[src/rtl/fwsr_pkg.sv]
// Purpose: shared constants and types of the flash status polling host
// Assumes: core_clk at 10 MHz
// Notes: register map, field positions and strobe timing live here
package fwsr_pkg;
	// ------------------------------------------------------------
	// timing
	// ------------------------------------------------------------
	localparam int CLK_MHZ = 10;
	localparam int RD_PULSE_NS = 200;
	localparam int RD_PULSE_CYC = (RD_PULSE_NS * CLK_MHZ + 999) / 1000;
	localparam int WR_PULSE_NS = 100;
	localparam int WR_PULSE_CYC = (WR_PULSE_NS * CLK_MHZ + 999) / 1000;
	localparam int WIN_GAP_US = 50;
	// longest gap, exact in whole cycles
	localparam int WIN_GAP_CYC = WIN_GAP_US * CLK_MHZ;

	// ------------------------------------------------------------
	// register map
	// ------------------------------------------------------------
	localparam logic [7:0] OFF_CTRL = 8'h00;
	localparam logic [7:0] OFF_ADDR = 8'h04;
	localparam logic [7:0] OFF_WDATA = 8'h08;
	localparam logic [7:0] OFF_STATUS = 8'h0c;
	localparam int CTRL_OP_LSB = 0;
	localparam int CTRL_USE_CE = 3;
	localparam int CTRL_IGN_WIN = 4;
	localparam int CTRL_GO = 8;
	localparam int CTRL_STOP = 9;
	localparam int ST_BUSY = 0;
	localparam int ST_OK = 1;
	localparam int ST_FAIL = 2;
	localparam int ST_ERASING = 3;
	localparam int ST_SUSP = 4;
	localparam int ST_WIN = 5;
	localparam int ST_NACC = 6;
	localparam int ST_REFUSED = 7;
	localparam int ST_DATA_LSB = 8;
	localparam int ST_RSTSENT = 16;
	localparam logic [2:0] CTRL_OP_RST = 3'h0;

	// ------------------------------------------------------------
	// flash status byte
	// ------------------------------------------------------------
	localparam int BIT_SECT_TOG = 2;
	localparam int BIT_WIN = 3;
	localparam int BIT_TMO = 5;
	localparam int BIT_BUSY_TOG = 6;
	localparam logic [7:0] RESET_CMD = 8'hf0;

	typedef enum logic [2:0] {
		OP_NONE = 3'b000,
		OP_READ = 3'b001,
		OP_WRITE = 3'b010,
		OP_POLL = 3'b011,
		OP_WIN = 3'b100,
		OP_GWRITE = 3'b101
	} fwsr_op_t;

	typedef enum logic [3:0] {
		S_IDLE = 4'b0000,
		S_READ = 4'b0001,
		S_WRITE = 4'b0010,
		S_RD1 = 4'b0011,
		S_RD2 = 4'b0100,
		S_EV1 = 4'b0101,
		S_RD3 = 4'b0110,
		S_RD4 = 4'b0111,
		S_EV2 = 4'b1000,
		S_ARRAY = 4'b1001,
		S_RSTCMD = 4'b1010,
		S_WIN = 4'b1011,
		S_PRE = 4'b1100,
		S_GWR = 4'b1101,
		S_POST = 4'b1110
	} fwsr_state_t;

	typedef enum logic [1:0] {
		PH_IDLE = 2'b00,
		PH_SETUP = 2'b01,
		PH_PULSE = 2'b10,
		PH_HOLD = 2'b11
	} fwsr_phase_t;
endpackage : fwsr_pkg

[src/rtl/fwsr_host.sv]
// Purpose: host that polls flash program/erase status over its pins
// Assumes: APB master; flash pins timed by core_clk
// Notes: one operation at a time, orders refused while busy
//
// Notes on behaviour
// - host combines sector toggle and busy toggle to learn sector and mode.
// - host may time status reads by output strobe or chip select.
// - host starts each check with two back-to-back full byte reads.
// - unchanged toggle means done; next read returns array data.
// - toggling with timeout flag high: recheck, still toggling means fail, send reset.
// - a paused poll restarts from its first double read.
// - after any timeout failure the host writes the reset command.
// - host may skip window checks only if commands come within 50 us.
// - host checks window flag before and after each added sector erase.
// - status reads use an address inside the sector being worked on.
module fwsr_host #(
	parameter int AW = 24
) (
	// clock and reset
	input wire logic core_clk,
	input wire logic rst,
	// apb slave
	input wire logic [7:0] paddr,
	input wire logic psel,
	input wire logic penable,
	input wire logic pwrite,
	input wire logic [31:0] pwdata,
	output logic [31:0] prdata,
	output logic pready,
	output logic pslverr,
	// flash pins
	output logic flash_ce_n,
	output logic flash_oe_n,
	output logic flash_we_n,
	output logic [AW-1:0] flash_addr,
	output logic [7:0] flash_dq_o,
	output logic flash_dq_oe,
	input wire logic [7:0] flash_dq_i
);
	fwsr_pkg::fwsr_state_t st_r;
	fwsr_pkg::fwsr_op_t op_r;
	logic use_ce_r, ign_win_r, stop_r, go_p;
	logic [AW-1:0] addr_r;
	logic [7:0] wdata_r;
	logic issued_r, bc_start_r, bc_wr_r, bc_done;
	logic [AW-1:0] bc_addr_r;
	logic [7:0] bc_wdata_r, bc_rdata;
	logic busy_tog, sect_tog, tmo;
	logic ok_r, fail_r, erasing_r, susp_r, win_r, nacc_r, refused_r, rstsent_r;
	logic [7:0] last_r;
	logic [15:0] gap_r;
	logic seen_gw_r, fast;
	logic [2:0] rd_cnt_r;
	logic is_bus, go_ok, apb_acc, apb_wr, mode_erasing;

	assign is_bus = !(st_r == fwsr_pkg::S_IDLE || st_r == fwsr_pkg::S_EV1 || st_r == fwsr_pkg::S_EV2);
	assign go_ok = go_p && st_r == fwsr_pkg::S_IDLE;
	assign apb_acc = psel && penable && pready;
	assign apb_wr = apb_acc && pwrite;
	assign fast = seen_gw_r && gap_r < 16'(fwsr_pkg::WIN_GAP_CYC);
	assign mode_erasing = busy_tog && sect_tog;

	// ------------------------------------------------------------
	// apb slave: one wait-free access phase
	// ------------------------------------------------------------
	always_ff @(posedge core_clk) begin
		if (rst) begin
			pready <= 1'b0;
			pslverr <= 1'b0;
			prdata <= 32'h0000_0000;
		end else begin
			pready <= psel && !penable && !pready;
			pslverr <= 1'b0;
			prdata <= 32'h0000_0000;
			if (psel && !penable && !pready) begin
				case (paddr)
					fwsr_pkg::OFF_CTRL: prdata <= 32'({ign_win_r, use_ce_r, op_r});
					fwsr_pkg::OFF_ADDR: prdata <= 32'(addr_r);
					fwsr_pkg::OFF_WDATA: prdata <= 32'(wdata_r);
					fwsr_pkg::OFF_STATUS: begin
						prdata[fwsr_pkg::ST_BUSY] <= st_r != fwsr_pkg::S_IDLE;
						prdata[fwsr_pkg::ST_OK] <= ok_r;
						prdata[fwsr_pkg::ST_FAIL] <= fail_r;
						prdata[fwsr_pkg::ST_ERASING] <= erasing_r;
						prdata[fwsr_pkg::ST_SUSP] <= susp_r;
						prdata[fwsr_pkg::ST_WIN] <= win_r;
						prdata[fwsr_pkg::ST_NACC] <= nacc_r;
						prdata[fwsr_pkg::ST_REFUSED] <= refused_r;
						prdata[fwsr_pkg::ST_DATA_LSB +: 8] <= last_r;
						prdata[fwsr_pkg::ST_RSTSENT] <= rstsent_r;
					end
					default: pslverr <= 1'b1;
				endcase
			end
		end
	end

	always_ff @(posedge core_clk) begin
		if (rst) begin
			op_r <= fwsr_pkg::OP_NONE;
			use_ce_r <= 1'b0;
			ign_win_r <= 1'b0;
			addr_r <= '0;
			wdata_r <= 8'h00;
			go_p <= 1'b0;
			stop_r <= 1'b0;
		end else begin
			go_p <= 1'b0;
			if (go_ok) begin
				stop_r <= 1'b0;
			end
			if (apb_wr && paddr == fwsr_pkg::OFF_CTRL) begin
				op_r <= fwsr_pkg::fwsr_op_t'(pwdata[fwsr_pkg::CTRL_OP_LSB +: 3]);
				use_ce_r <= pwdata[fwsr_pkg::CTRL_USE_CE];
				ign_win_r <= pwdata[fwsr_pkg::CTRL_IGN_WIN];
				go_p <= pwdata[fwsr_pkg::CTRL_GO];
				if (pwdata[fwsr_pkg::CTRL_STOP]) begin
					stop_r <= 1'b1;
				end
			end
			if (apb_wr && paddr == fwsr_pkg::OFF_ADDR) begin
				addr_r <= pwdata[AW-1:0];
			end
			if (apb_wr && paddr == fwsr_pkg::OFF_WDATA) begin
				wdata_r <= pwdata[7:0];
			end
		end
	end

	// ------------------------------------------------------------
	// sequencer
	// ------------------------------------------------------------
	always_ff @(posedge core_clk) begin
		if (rst) begin
			st_r <= fwsr_pkg::S_IDLE;
		end else begin
			case (st_r)
				fwsr_pkg::S_IDLE: begin
					if (go_ok) begin
						case (op_r)
							fwsr_pkg::OP_READ: st_r <= fwsr_pkg::S_READ;
							fwsr_pkg::OP_WRITE: st_r <= fwsr_pkg::S_WRITE;
							fwsr_pkg::OP_POLL: st_r <= fwsr_pkg::S_RD1;
							fwsr_pkg::OP_WIN: st_r <= fwsr_pkg::S_WIN;
							// skip both checks only when added commands come fast enough
							fwsr_pkg::OP_GWRITE: st_r <= (ign_win_r && fast) ? fwsr_pkg::S_GWR : fwsr_pkg::S_PRE;
							default: st_r <= fwsr_pkg::S_IDLE;
						endcase
					end
				end
				fwsr_pkg::S_EV1: begin
					if (!busy_tog) begin
						st_r <= fwsr_pkg::S_ARRAY;
					end else if (tmo) begin
						st_r <= fwsr_pkg::S_RD3;
					end else begin
						// a stopped poll leaves no state; the next one starts over
						st_r <= stop_r ? fwsr_pkg::S_IDLE : fwsr_pkg::S_RD1;
					end
				end
				fwsr_pkg::S_EV2: st_r <= busy_tog ? fwsr_pkg::S_RSTCMD : fwsr_pkg::S_ARRAY;
				default: begin
					if (bc_done) begin
						case (st_r)
							fwsr_pkg::S_RD1: st_r <= fwsr_pkg::S_RD2;
							fwsr_pkg::S_RD2: st_r <= fwsr_pkg::S_EV1;
							fwsr_pkg::S_RD3: st_r <= fwsr_pkg::S_RD4;
							fwsr_pkg::S_RD4: st_r <= fwsr_pkg::S_EV2;
							fwsr_pkg::S_PRE: st_r <= bc_rdata[fwsr_pkg::BIT_WIN] ? fwsr_pkg::S_IDLE : fwsr_pkg::S_GWR;
							fwsr_pkg::S_GWR: st_r <= ign_win_r && fast ? fwsr_pkg::S_IDLE : fwsr_pkg::S_POST;
							default: st_r <= fwsr_pkg::S_IDLE;
						endcase
					end
				end
			endcase
		end
	end

	// one bus cycle per bus state; reset command goes to address zero
	always_ff @(posedge core_clk) begin
		if (rst) begin
			issued_r <= 1'b0;
			bc_start_r <= 1'b0;
			bc_wr_r <= 1'b0;
			bc_addr_r <= '0;
			bc_wdata_r <= 8'h00;
		end else begin
			bc_start_r <= 1'b0;
			if (bc_done) begin
				issued_r <= 1'b0;
			end else if (is_bus && !issued_r) begin
				issued_r <= 1'b1;
				bc_start_r <= 1'b1;
				bc_wr_r <= st_r == fwsr_pkg::S_WRITE || st_r == fwsr_pkg::S_GWR || st_r == fwsr_pkg::S_RSTCMD;
				bc_addr_r <= (st_r == fwsr_pkg::S_RSTCMD) ? '0 : addr_r;
				bc_wdata_r <= (st_r == fwsr_pkg::S_RSTCMD) ? fwsr_pkg::RESET_CMD : wdata_r;
			end
		end
	end

	// ------------------------------------------------------------
	// status
	// ------------------------------------------------------------
	always_ff @(posedge core_clk) begin
		if (rst) begin
			ok_r <= 1'b0;
			fail_r <= 1'b0;
			erasing_r <= 1'b0;
			susp_r <= 1'b0;
			win_r <= 1'b0;
			nacc_r <= 1'b0;
			refused_r <= 1'b0;
			rstsent_r <= 1'b0;
			last_r <= 8'h00;
		end else begin
			if (go_ok) begin
				ok_r <= 1'b0;
				fail_r <= 1'b0;
				nacc_r <= 1'b0;
				rstsent_r <= 1'b0;
				refused_r <= 1'b0;
			end
			if (go_p && st_r != fwsr_pkg::S_IDLE) begin
				refused_r <= 1'b1;
			end
			if (bc_done && !bc_wr_r) begin
				last_r <= bc_rdata;
			end
			if (st_r == fwsr_pkg::S_EV1) begin
				erasing_r <= mode_erasing;
				susp_r <= sect_tog && !busy_tog;
			end
			if (st_r == fwsr_pkg::S_EV2 && busy_tog) begin
				fail_r <= 1'b1;
			end
			if (bc_done && st_r == fwsr_pkg::S_ARRAY) begin
				ok_r <= 1'b1;
			end
			if (bc_done && st_r == fwsr_pkg::S_RSTCMD) begin
				rstsent_r <= 1'b1;
			end
			if (bc_done && (st_r == fwsr_pkg::S_WIN || st_r == fwsr_pkg::S_PRE || st_r == fwsr_pkg::S_POST)) begin
				win_r <= bc_rdata[fwsr_pkg::BIT_WIN];
			end
			// high on either check: the added erase may not have been taken
			if (bc_done && (st_r == fwsr_pkg::S_PRE || st_r == fwsr_pkg::S_POST) && bc_rdata[fwsr_pkg::BIT_WIN]) begin
				nacc_r <= 1'b1;
			end
		end
	end

	// time since the last added sector erase write
	always_ff @(posedge core_clk) begin
		if (rst) begin
			gap_r <= 16'h0000;
			seen_gw_r <= 1'b0;
		end else if (bc_done && st_r == fwsr_pkg::S_GWR) begin
			gap_r <= 16'h0000;
			seen_gw_r <= 1'b1;
		end else if (gap_r < 16'(fwsr_pkg::WIN_GAP_CYC)) begin
			gap_r <= gap_r + 16'h0001;
		end
	end

	// completed status reads since the latest first read (S_RD1) of the current poll
	always_ff @(posedge core_clk) begin
		if (rst || go_ok || st_r == fwsr_pkg::S_RD1 && bc_start_r) begin
			rd_cnt_r <= (!rst && !go_ok) ? 3'h0 : 3'h0;
		end else if (bc_done && !bc_wr_r && rd_cnt_r != 3'h7) begin
			rd_cnt_r <= rd_cnt_r + 3'h1;
		end
	end

	fwsr_bus_cycle #(.AW(AW)) u_cycle (
		.core_clk(core_clk),
		.rst(rst),
		.start(bc_start_r),
		.wr(bc_wr_r),
		.use_ce(use_ce_r),
		.addr(bc_addr_r),
		.wdata(bc_wdata_r),
		.done(bc_done),
		.rdata(bc_rdata),
		.flash_ce_n(flash_ce_n),
		.flash_oe_n(flash_oe_n),
		.flash_we_n(flash_we_n),
		.flash_addr(flash_addr),
		.flash_dq_o(flash_dq_o),
		.flash_dq_oe(flash_dq_oe),
		.flash_dq_i(flash_dq_i)
	);

	fwsr_toggle_cmp u_cmp (
		.core_clk(core_clk),
		.rst(rst),
		.load(bc_done && (st_r == fwsr_pkg::S_RD1 || st_r == fwsr_pkg::S_RD3)),
		.cmp(bc_done && (st_r == fwsr_pkg::S_RD2 || st_r == fwsr_pkg::S_RD4)),
		.byte_i(bc_rdata),
		.busy_tog(busy_tog),
		.sect_tog(sect_tog),
		.tmo(tmo)
	);
endmodule : fwsr_host

[src/rtl/fwsr_bus_cycle.sv]
// Purpose: one asynchronous flash read or write cycle on the pins
// Assumes: start only while idle
// Notes: held control low for the whole cycle, strobe low in the pulse
module fwsr_bus_cycle #(
	parameter int AW = 24
) (
	// clock and reset
	input wire logic core_clk,
	input wire logic rst,
	// request
	input wire logic start,
	input wire logic wr,
	input wire logic use_ce,
	input wire logic [AW-1:0] addr,
	input wire logic [7:0] wdata,
	output logic done,
	output logic [7:0] rdata,
	// flash pins
	output logic flash_ce_n,
	output logic flash_oe_n,
	output logic flash_we_n,
	output logic [AW-1:0] flash_addr,
	output logic [7:0] flash_dq_o,
	output logic flash_dq_oe,
	input wire logic [7:0] flash_dq_i
);
	fwsr_pkg::fwsr_phase_t ph_r;
	logic [7:0] cnt_r;
	logic wr_r;
	logic use_ce_r;
	logic held_nxt;
	logic strobe_nxt;
	logic wr_s;
	logic ce_s;

	always_ff @(posedge core_clk) begin
		if (rst) begin
			ph_r <= fwsr_pkg::PH_IDLE;
			cnt_r <= 8'h00;
			wr_r <= 1'b0;
			use_ce_r <= 1'b0;
		end else begin
			case (ph_r)
				fwsr_pkg::PH_IDLE: begin
					if (start) begin
						ph_r <= fwsr_pkg::PH_SETUP;
						wr_r <= wr;
						use_ce_r <= use_ce;
					end
				end
				fwsr_pkg::PH_SETUP: begin
					ph_r <= fwsr_pkg::PH_PULSE;
					cnt_r <= wr_r ? 8'(fwsr_pkg::WR_PULSE_CYC - 1) : 8'(fwsr_pkg::RD_PULSE_CYC - 1);
				end
				fwsr_pkg::PH_PULSE: begin
					if (cnt_r == 8'h00) begin
						ph_r <= fwsr_pkg::PH_HOLD;
					end else begin
						cnt_r <= cnt_r - 8'h01;
					end
				end
				default: ph_r <= fwsr_pkg::PH_IDLE;
			endcase
		end
	end

	// ------------------------------------------------------------
	// pin levels for the coming cycle
	// ------------------------------------------------------------
	always_comb begin
		wr_s = (ph_r == fwsr_pkg::PH_IDLE) ? wr : wr_r;
		ce_s = (ph_r == fwsr_pkg::PH_IDLE) ? use_ce : use_ce_r;
		held_nxt = 1'b1;
		strobe_nxt = 1'b1;
		case (ph_r)
			fwsr_pkg::PH_IDLE: held_nxt = !start;
			fwsr_pkg::PH_SETUP: begin
				held_nxt = 1'b0;
				strobe_nxt = 1'b0;
			end
			fwsr_pkg::PH_PULSE: begin
				held_nxt = 1'b0;
				strobe_nxt = (cnt_r == 8'h00);
			end
			default: held_nxt = 1'b1;
		endcase
	end

	// either strobe may time the read; the other control frames it
	always_ff @(posedge core_clk) begin
		if (rst) begin
			flash_ce_n <= 1'b1;
			flash_oe_n <= 1'b1;
			flash_we_n <= 1'b1;
		end else begin
			flash_ce_n <= ce_s ? strobe_nxt : held_nxt;
			flash_oe_n <= wr_s ? 1'b1 : (ce_s ? held_nxt : strobe_nxt);
			flash_we_n <= !wr_s ? 1'b1 : (ce_s ? held_nxt : strobe_nxt);
		end
	end

	always_ff @(posedge core_clk) begin
		if (rst) begin
			flash_addr <= '0;
			flash_dq_o <= 8'h00;
			flash_dq_oe <= 1'b0;
		end else if (ph_r == fwsr_pkg::PH_IDLE && start) begin
			flash_addr <= addr;
			flash_dq_o <= wdata;
			flash_dq_oe <= wr;
		end else if (ph_r == fwsr_pkg::PH_HOLD) begin
			flash_dq_oe <= 1'b0;
		end
	end

	// sample before the strobe rises, since status changes when it ends
	always_ff @(posedge core_clk) begin
		if (rst) begin
			rdata <= 8'h00;
			done <= 1'b0;
		end else begin
			if (ph_r == fwsr_pkg::PH_PULSE && cnt_r == 8'h00 && !wr_r) begin
				rdata <= flash_dq_i;
			end
			done <= (ph_r == fwsr_pkg::PH_HOLD);
		end
	end
endmodule : fwsr_bus_cycle

[src/rtl/fwsr_toggle_cmp.sv]
// Purpose: compares toggle bits of two successive status reads
// Assumes: load and cmp are one-cycle pulses with byte_i valid
// Notes: reference follows each compared byte
module fwsr_toggle_cmp (
	// clock and reset
	input wire logic core_clk,
	input wire logic rst,
	// samples
	input wire logic load,
	input wire logic cmp,
	input wire logic [7:0] byte_i,
	// verdict
	output logic busy_tog,
	output logic sect_tog,
	output logic tmo
);
	logic [7:0] ref_r;

	always_ff @(posedge core_clk) begin
		if (rst) begin
			ref_r <= 8'h00;
			busy_tog <= 1'b0;
			sect_tog <= 1'b0;
			tmo <= 1'b0;
		end else if (load) begin
			ref_r <= byte_i;
		end else if (cmp) begin
			ref_r <= byte_i;
			busy_tog <= ref_r[fwsr_pkg::BIT_BUSY_TOG] ^ byte_i[fwsr_pkg::BIT_BUSY_TOG];
			sect_tog <= ref_r[fwsr_pkg::BIT_SECT_TOG] ^ byte_i[fwsr_pkg::BIT_SECT_TOG];
			tmo <= byte_i[fwsr_pkg::BIT_TMO];
		end
	end
endmodule : fwsr_toggle_cmp

[config.mk]
export PLATFORM = sky130hd
export DESIGN_NAME = fwsr_host
export DESIGN_NICKNAME = d
export VERILOG_FILES = /design/src/rtl/fwsr_pkg.sv /design/src/rtl/fwsr_host.sv /design/src/rtl/fwsr_bus_cycle.sv /design/src/rtl/fwsr_toggle_cmp.sv
export SDC_FILE = /design/constraint.sdc
export NUM_CORES = 1
export LEC_CHECK = 0
export CELL_PAD_IN_SITES_DETAIL_PLACEMENT = 2
export CELL_PAD_IN_SITES_GLOBAL_PLACEMENT = 2
export CORE_ASPECT_RATIO = 0.6
export CORE_MARGIN = 4
export CORE_UTILIZATION = 41
export DETAILED_ROUTE_END_ITERATION = 10
export DONT_BUFFER_PORTS = 1
export PLACE_DENSITY_LB_ADDON = 0.08
export SYNTH_ARGS = -nofsm -noshare
export SYNTH_HDL_FRONTEND = slang
export SYNTH_SLANG_ARGS = --single-unit
[constraint.sdc]
create_clock -name core_clk -period 3.3 [get_ports core_clk]
set_input_delay 0.165 -clock core_clk [delete_from_list [all_inputs] [get_ports core_clk]]
set_output_delay 0.165 -clock core_clk [all_outputs]
set_load 0.01 [all_outputs]
==> out/results.ini <==
[run_status]
status=complete, no violations

[sta]
tightestPinTransition_ps=817
rsz0062_at_grt=no
fin_crit_sh_pct=75.9
max_slew_margin_pct=45.2
setup_viol=0
drv_slew=0
max_clock_freq_mhz=399
timing.hold.ws_ps=64.3
timing.final.crit_period_ps=2510
tns_ps=0
skew_ps=12.4
hold_viol=0

[placement]
place_area_sq_mm=0.00779
gp_congestion=0.823
numPortBuffers=0
detailed_place_hpwl_um=16300

[setup_path]
slowest_delay_ps=800
startpoint=st_r[0]
cpMaxStageDelayCell=dfxtp_1
cp_cell_sequence=nor2b_4 -> a211oi_4 -> nor3_2 -> buf_4 -> nor2_4 -> a22o_1
r2r_start=st_r[0]
end_kind=flop
critPathLaunchType=flop
crit_required_ps=3670
worstSetupPathType=reg2reg
worstPathArrival_ps=2880
critPathMaxFanout=28
reg2reg_depth=6
r2r_end=bc_addr_r[8]
r2r_slack_ps=790
crit_end=bc_addr_r[8]

[drt]
wl_um=24000
vias=6053
antenna_left=0
wire_per_inst_um=22.0
viasPerCell=5.54
drt_iter0_markers=279
drc=0
drt_pass1_iterations=4

[yosys]
synthTopCellsByArea=dfxtp_1, nand2_1, mux2i_1
synthTopCellsByCount=dfxtp_1, nand2_1, nor2_1
yosys.area.top_type=dfxtp_1
synth-edff-count=0
synth_area_sq_mm=0.00764
netlist.area_leader.share_pct=52.1
synth_warnings=0
async_flop_share_pct=0
synth.ff_latch_count=199
synth_cell_type_count=56
synthFlopType=dfxtp_1
yosysMostFrequentCell=dfxtp_1
synth.avg_cell_area_sq_um=9.31
postSynthCellCount=821
seq_area_frac_synth_pct=52.1

[clock_tree]
postCtsSetupBuffers=0
clk_pin_slew_ps=70
cts_buffer_depth=2
cts_tree=yes
ctsHtreeMaxLevel=4
clockRootBuffer=clkbuf_16
clk_latency_ps=430
cts_buffers=17
clock_sinks=199

[final_layout]
layout-drive-gt1-share_pct=6.93
areaGrowthSynthToFinish_pct=14.4
design_area_sq_mm=0.00874
fin_nets=901

[die]
num_rows=38
die_h_um=114
io-pin-count=123
dieArea_sq_mm=0.0210
start_util_pct=42.1
die_w_um=184
fp.coreArea_sq_mm=0.0182

[global_route]
grt_max_degree=124
grt_pass1_vias=6655
antenna_found_initial=2
grt_pass1_wl_um=38300
overflow=0
grt.total_usage_pct=23.5

[worst_hold_path]
hold_start=psel
hp-class=in2reg

[flow_run]
max_cap_viol_count=0

[power_and_ir_drop]
p_total_mw=6.13
p_per_area_mw_per_mm2=701
p_leak_nw=3.23
vdd_drop_max_mv=0.359

where the power goes:
| part | switching (mW) | internal (mW) |
|---|---|---|
| clock network | 0.916 | 1.17 |
| registers | 0.183 | 2.52 |
| logic | 0.876 | 0.464 |
per-layer routing:
metal / wire length, um / global-route usage (%) / vias to the layer above
met4: 227 / 5.17 / 2
li1: - / - / 2847
met2: 10900 / 37.1 / 130
met5: 12 / 0 / -
met3: 1230 / 5.45 / 20
met1: 11700 / 33.2 / 3054
cells in the final DEF, fill, tap and decap left out, types with 3 or more instances in the layout:
master         count
a211oi_1          11
a21oi_1           80
a221oi_1           4
a22o_1            28
a22oi_1            5
a32oi_1            3
and2_1            17
and3_1             8
buf_4              9
clkbuf_1           3
clkbuf_16         17
clkbuf_8           3
conb_1             8
dfxtp_1          199
dlygate4sd3_1     35
ha_1               8
inv_1             13
mux2_2             5
mux2i_1           45
mux4_2             4
nand2_1          135
nand2b_1           8
nand3_1            8
nand4_1            4
nand4b_1           3
nor2_1            98
nor2b_1            6
nor3_1            10
nor4_1             5
o21ai_0           13
xnor2_1            6
xor2_1             7
stage by stage:
stage / worst slack, ps / std cells / utilization (%)
finish: 794 / 1092 / 48.1
global route: 612 / 1092 / 48.1
CTS: 777 / 1091 / 48.1
detailed placement: 815 / 1025 / 42.9
global placement: 991 / 1025 / 42.9
floorplan: 1650 / 828 / -
flip-flops by register name (all words and copies together) (netlist names), 2 cells and up:
register            cells
addr_r                 24
bc_addr_r              24
prdata                 24
u_cycle.flash_addr     24
gap_r                  16
bc_wdata_r              8
last_r                  8
u_cycle.cnt_r           8
u_cycle.flash_dq_o      8
u_cycle.rdata           8
wdata_r                 8
st_r                    4
op_r                    3
u_cmp.ref_r             2
u_cycle.ph_r            2
layout make-up:
type / count / area, sq um
diodes: 1 / 2.50
clock buffers: 23 / 478
clock inverters: 7 / 95.1
fillers: 1931 / 9420
inverters: 13 / 48.8
multi-input cells: 564 / 3390
flip-flops and latches: 199 / 3980
well taps: 240 / 300
repair buffers: 45 / 445
worst min path at each step:
stage / endpoint / cells past startpoint / slack [ps]
after floorplan: bc_start_r / 1 / 240
after global placement: u_cycle.flash_dq_o[4] / 1 / 250
after detailed placement: u_cycle.wr_r / 1 / 250
after CTS: pready / 2 / 40
after global routing: pready / 2 / 40
final: pready / 2 / 60
worst max-delay path, delay by kind of cell, from the launching register on:
kind	cells	cell delay, ps
flops	1	800
simple gates	3	760
compound gates	2	650
buf+inv	1	200
logic make-up (layout without fill, tap and decap cells):
| kind of cell | after synthesis | after routing | share of synthesized area (%) |
|---|---|---|---|
| compound gates | 162 | 162 | 13.8 |
| other cells | 1 | 9 | 0.0491 |
| flops | 199 | 199 | 52.1 |
| buf+inv | 65 | 88 | 3.93 |
| xor+xnor | 13 | 13 | 1.49 |
| fa+ha+maj | 8 | 8 | 1.31 |
| mux | 54 | 54 | 7.81 |
| simple gates | 319 | 319 | 19.5 |
what timing repair did:
item / CTS / global route
resized for setup: 0 / 0
hold buffers: 36 / 0
endpoints found under the hold margin: 135 / 0
Power figures use the tool's default switching activity.
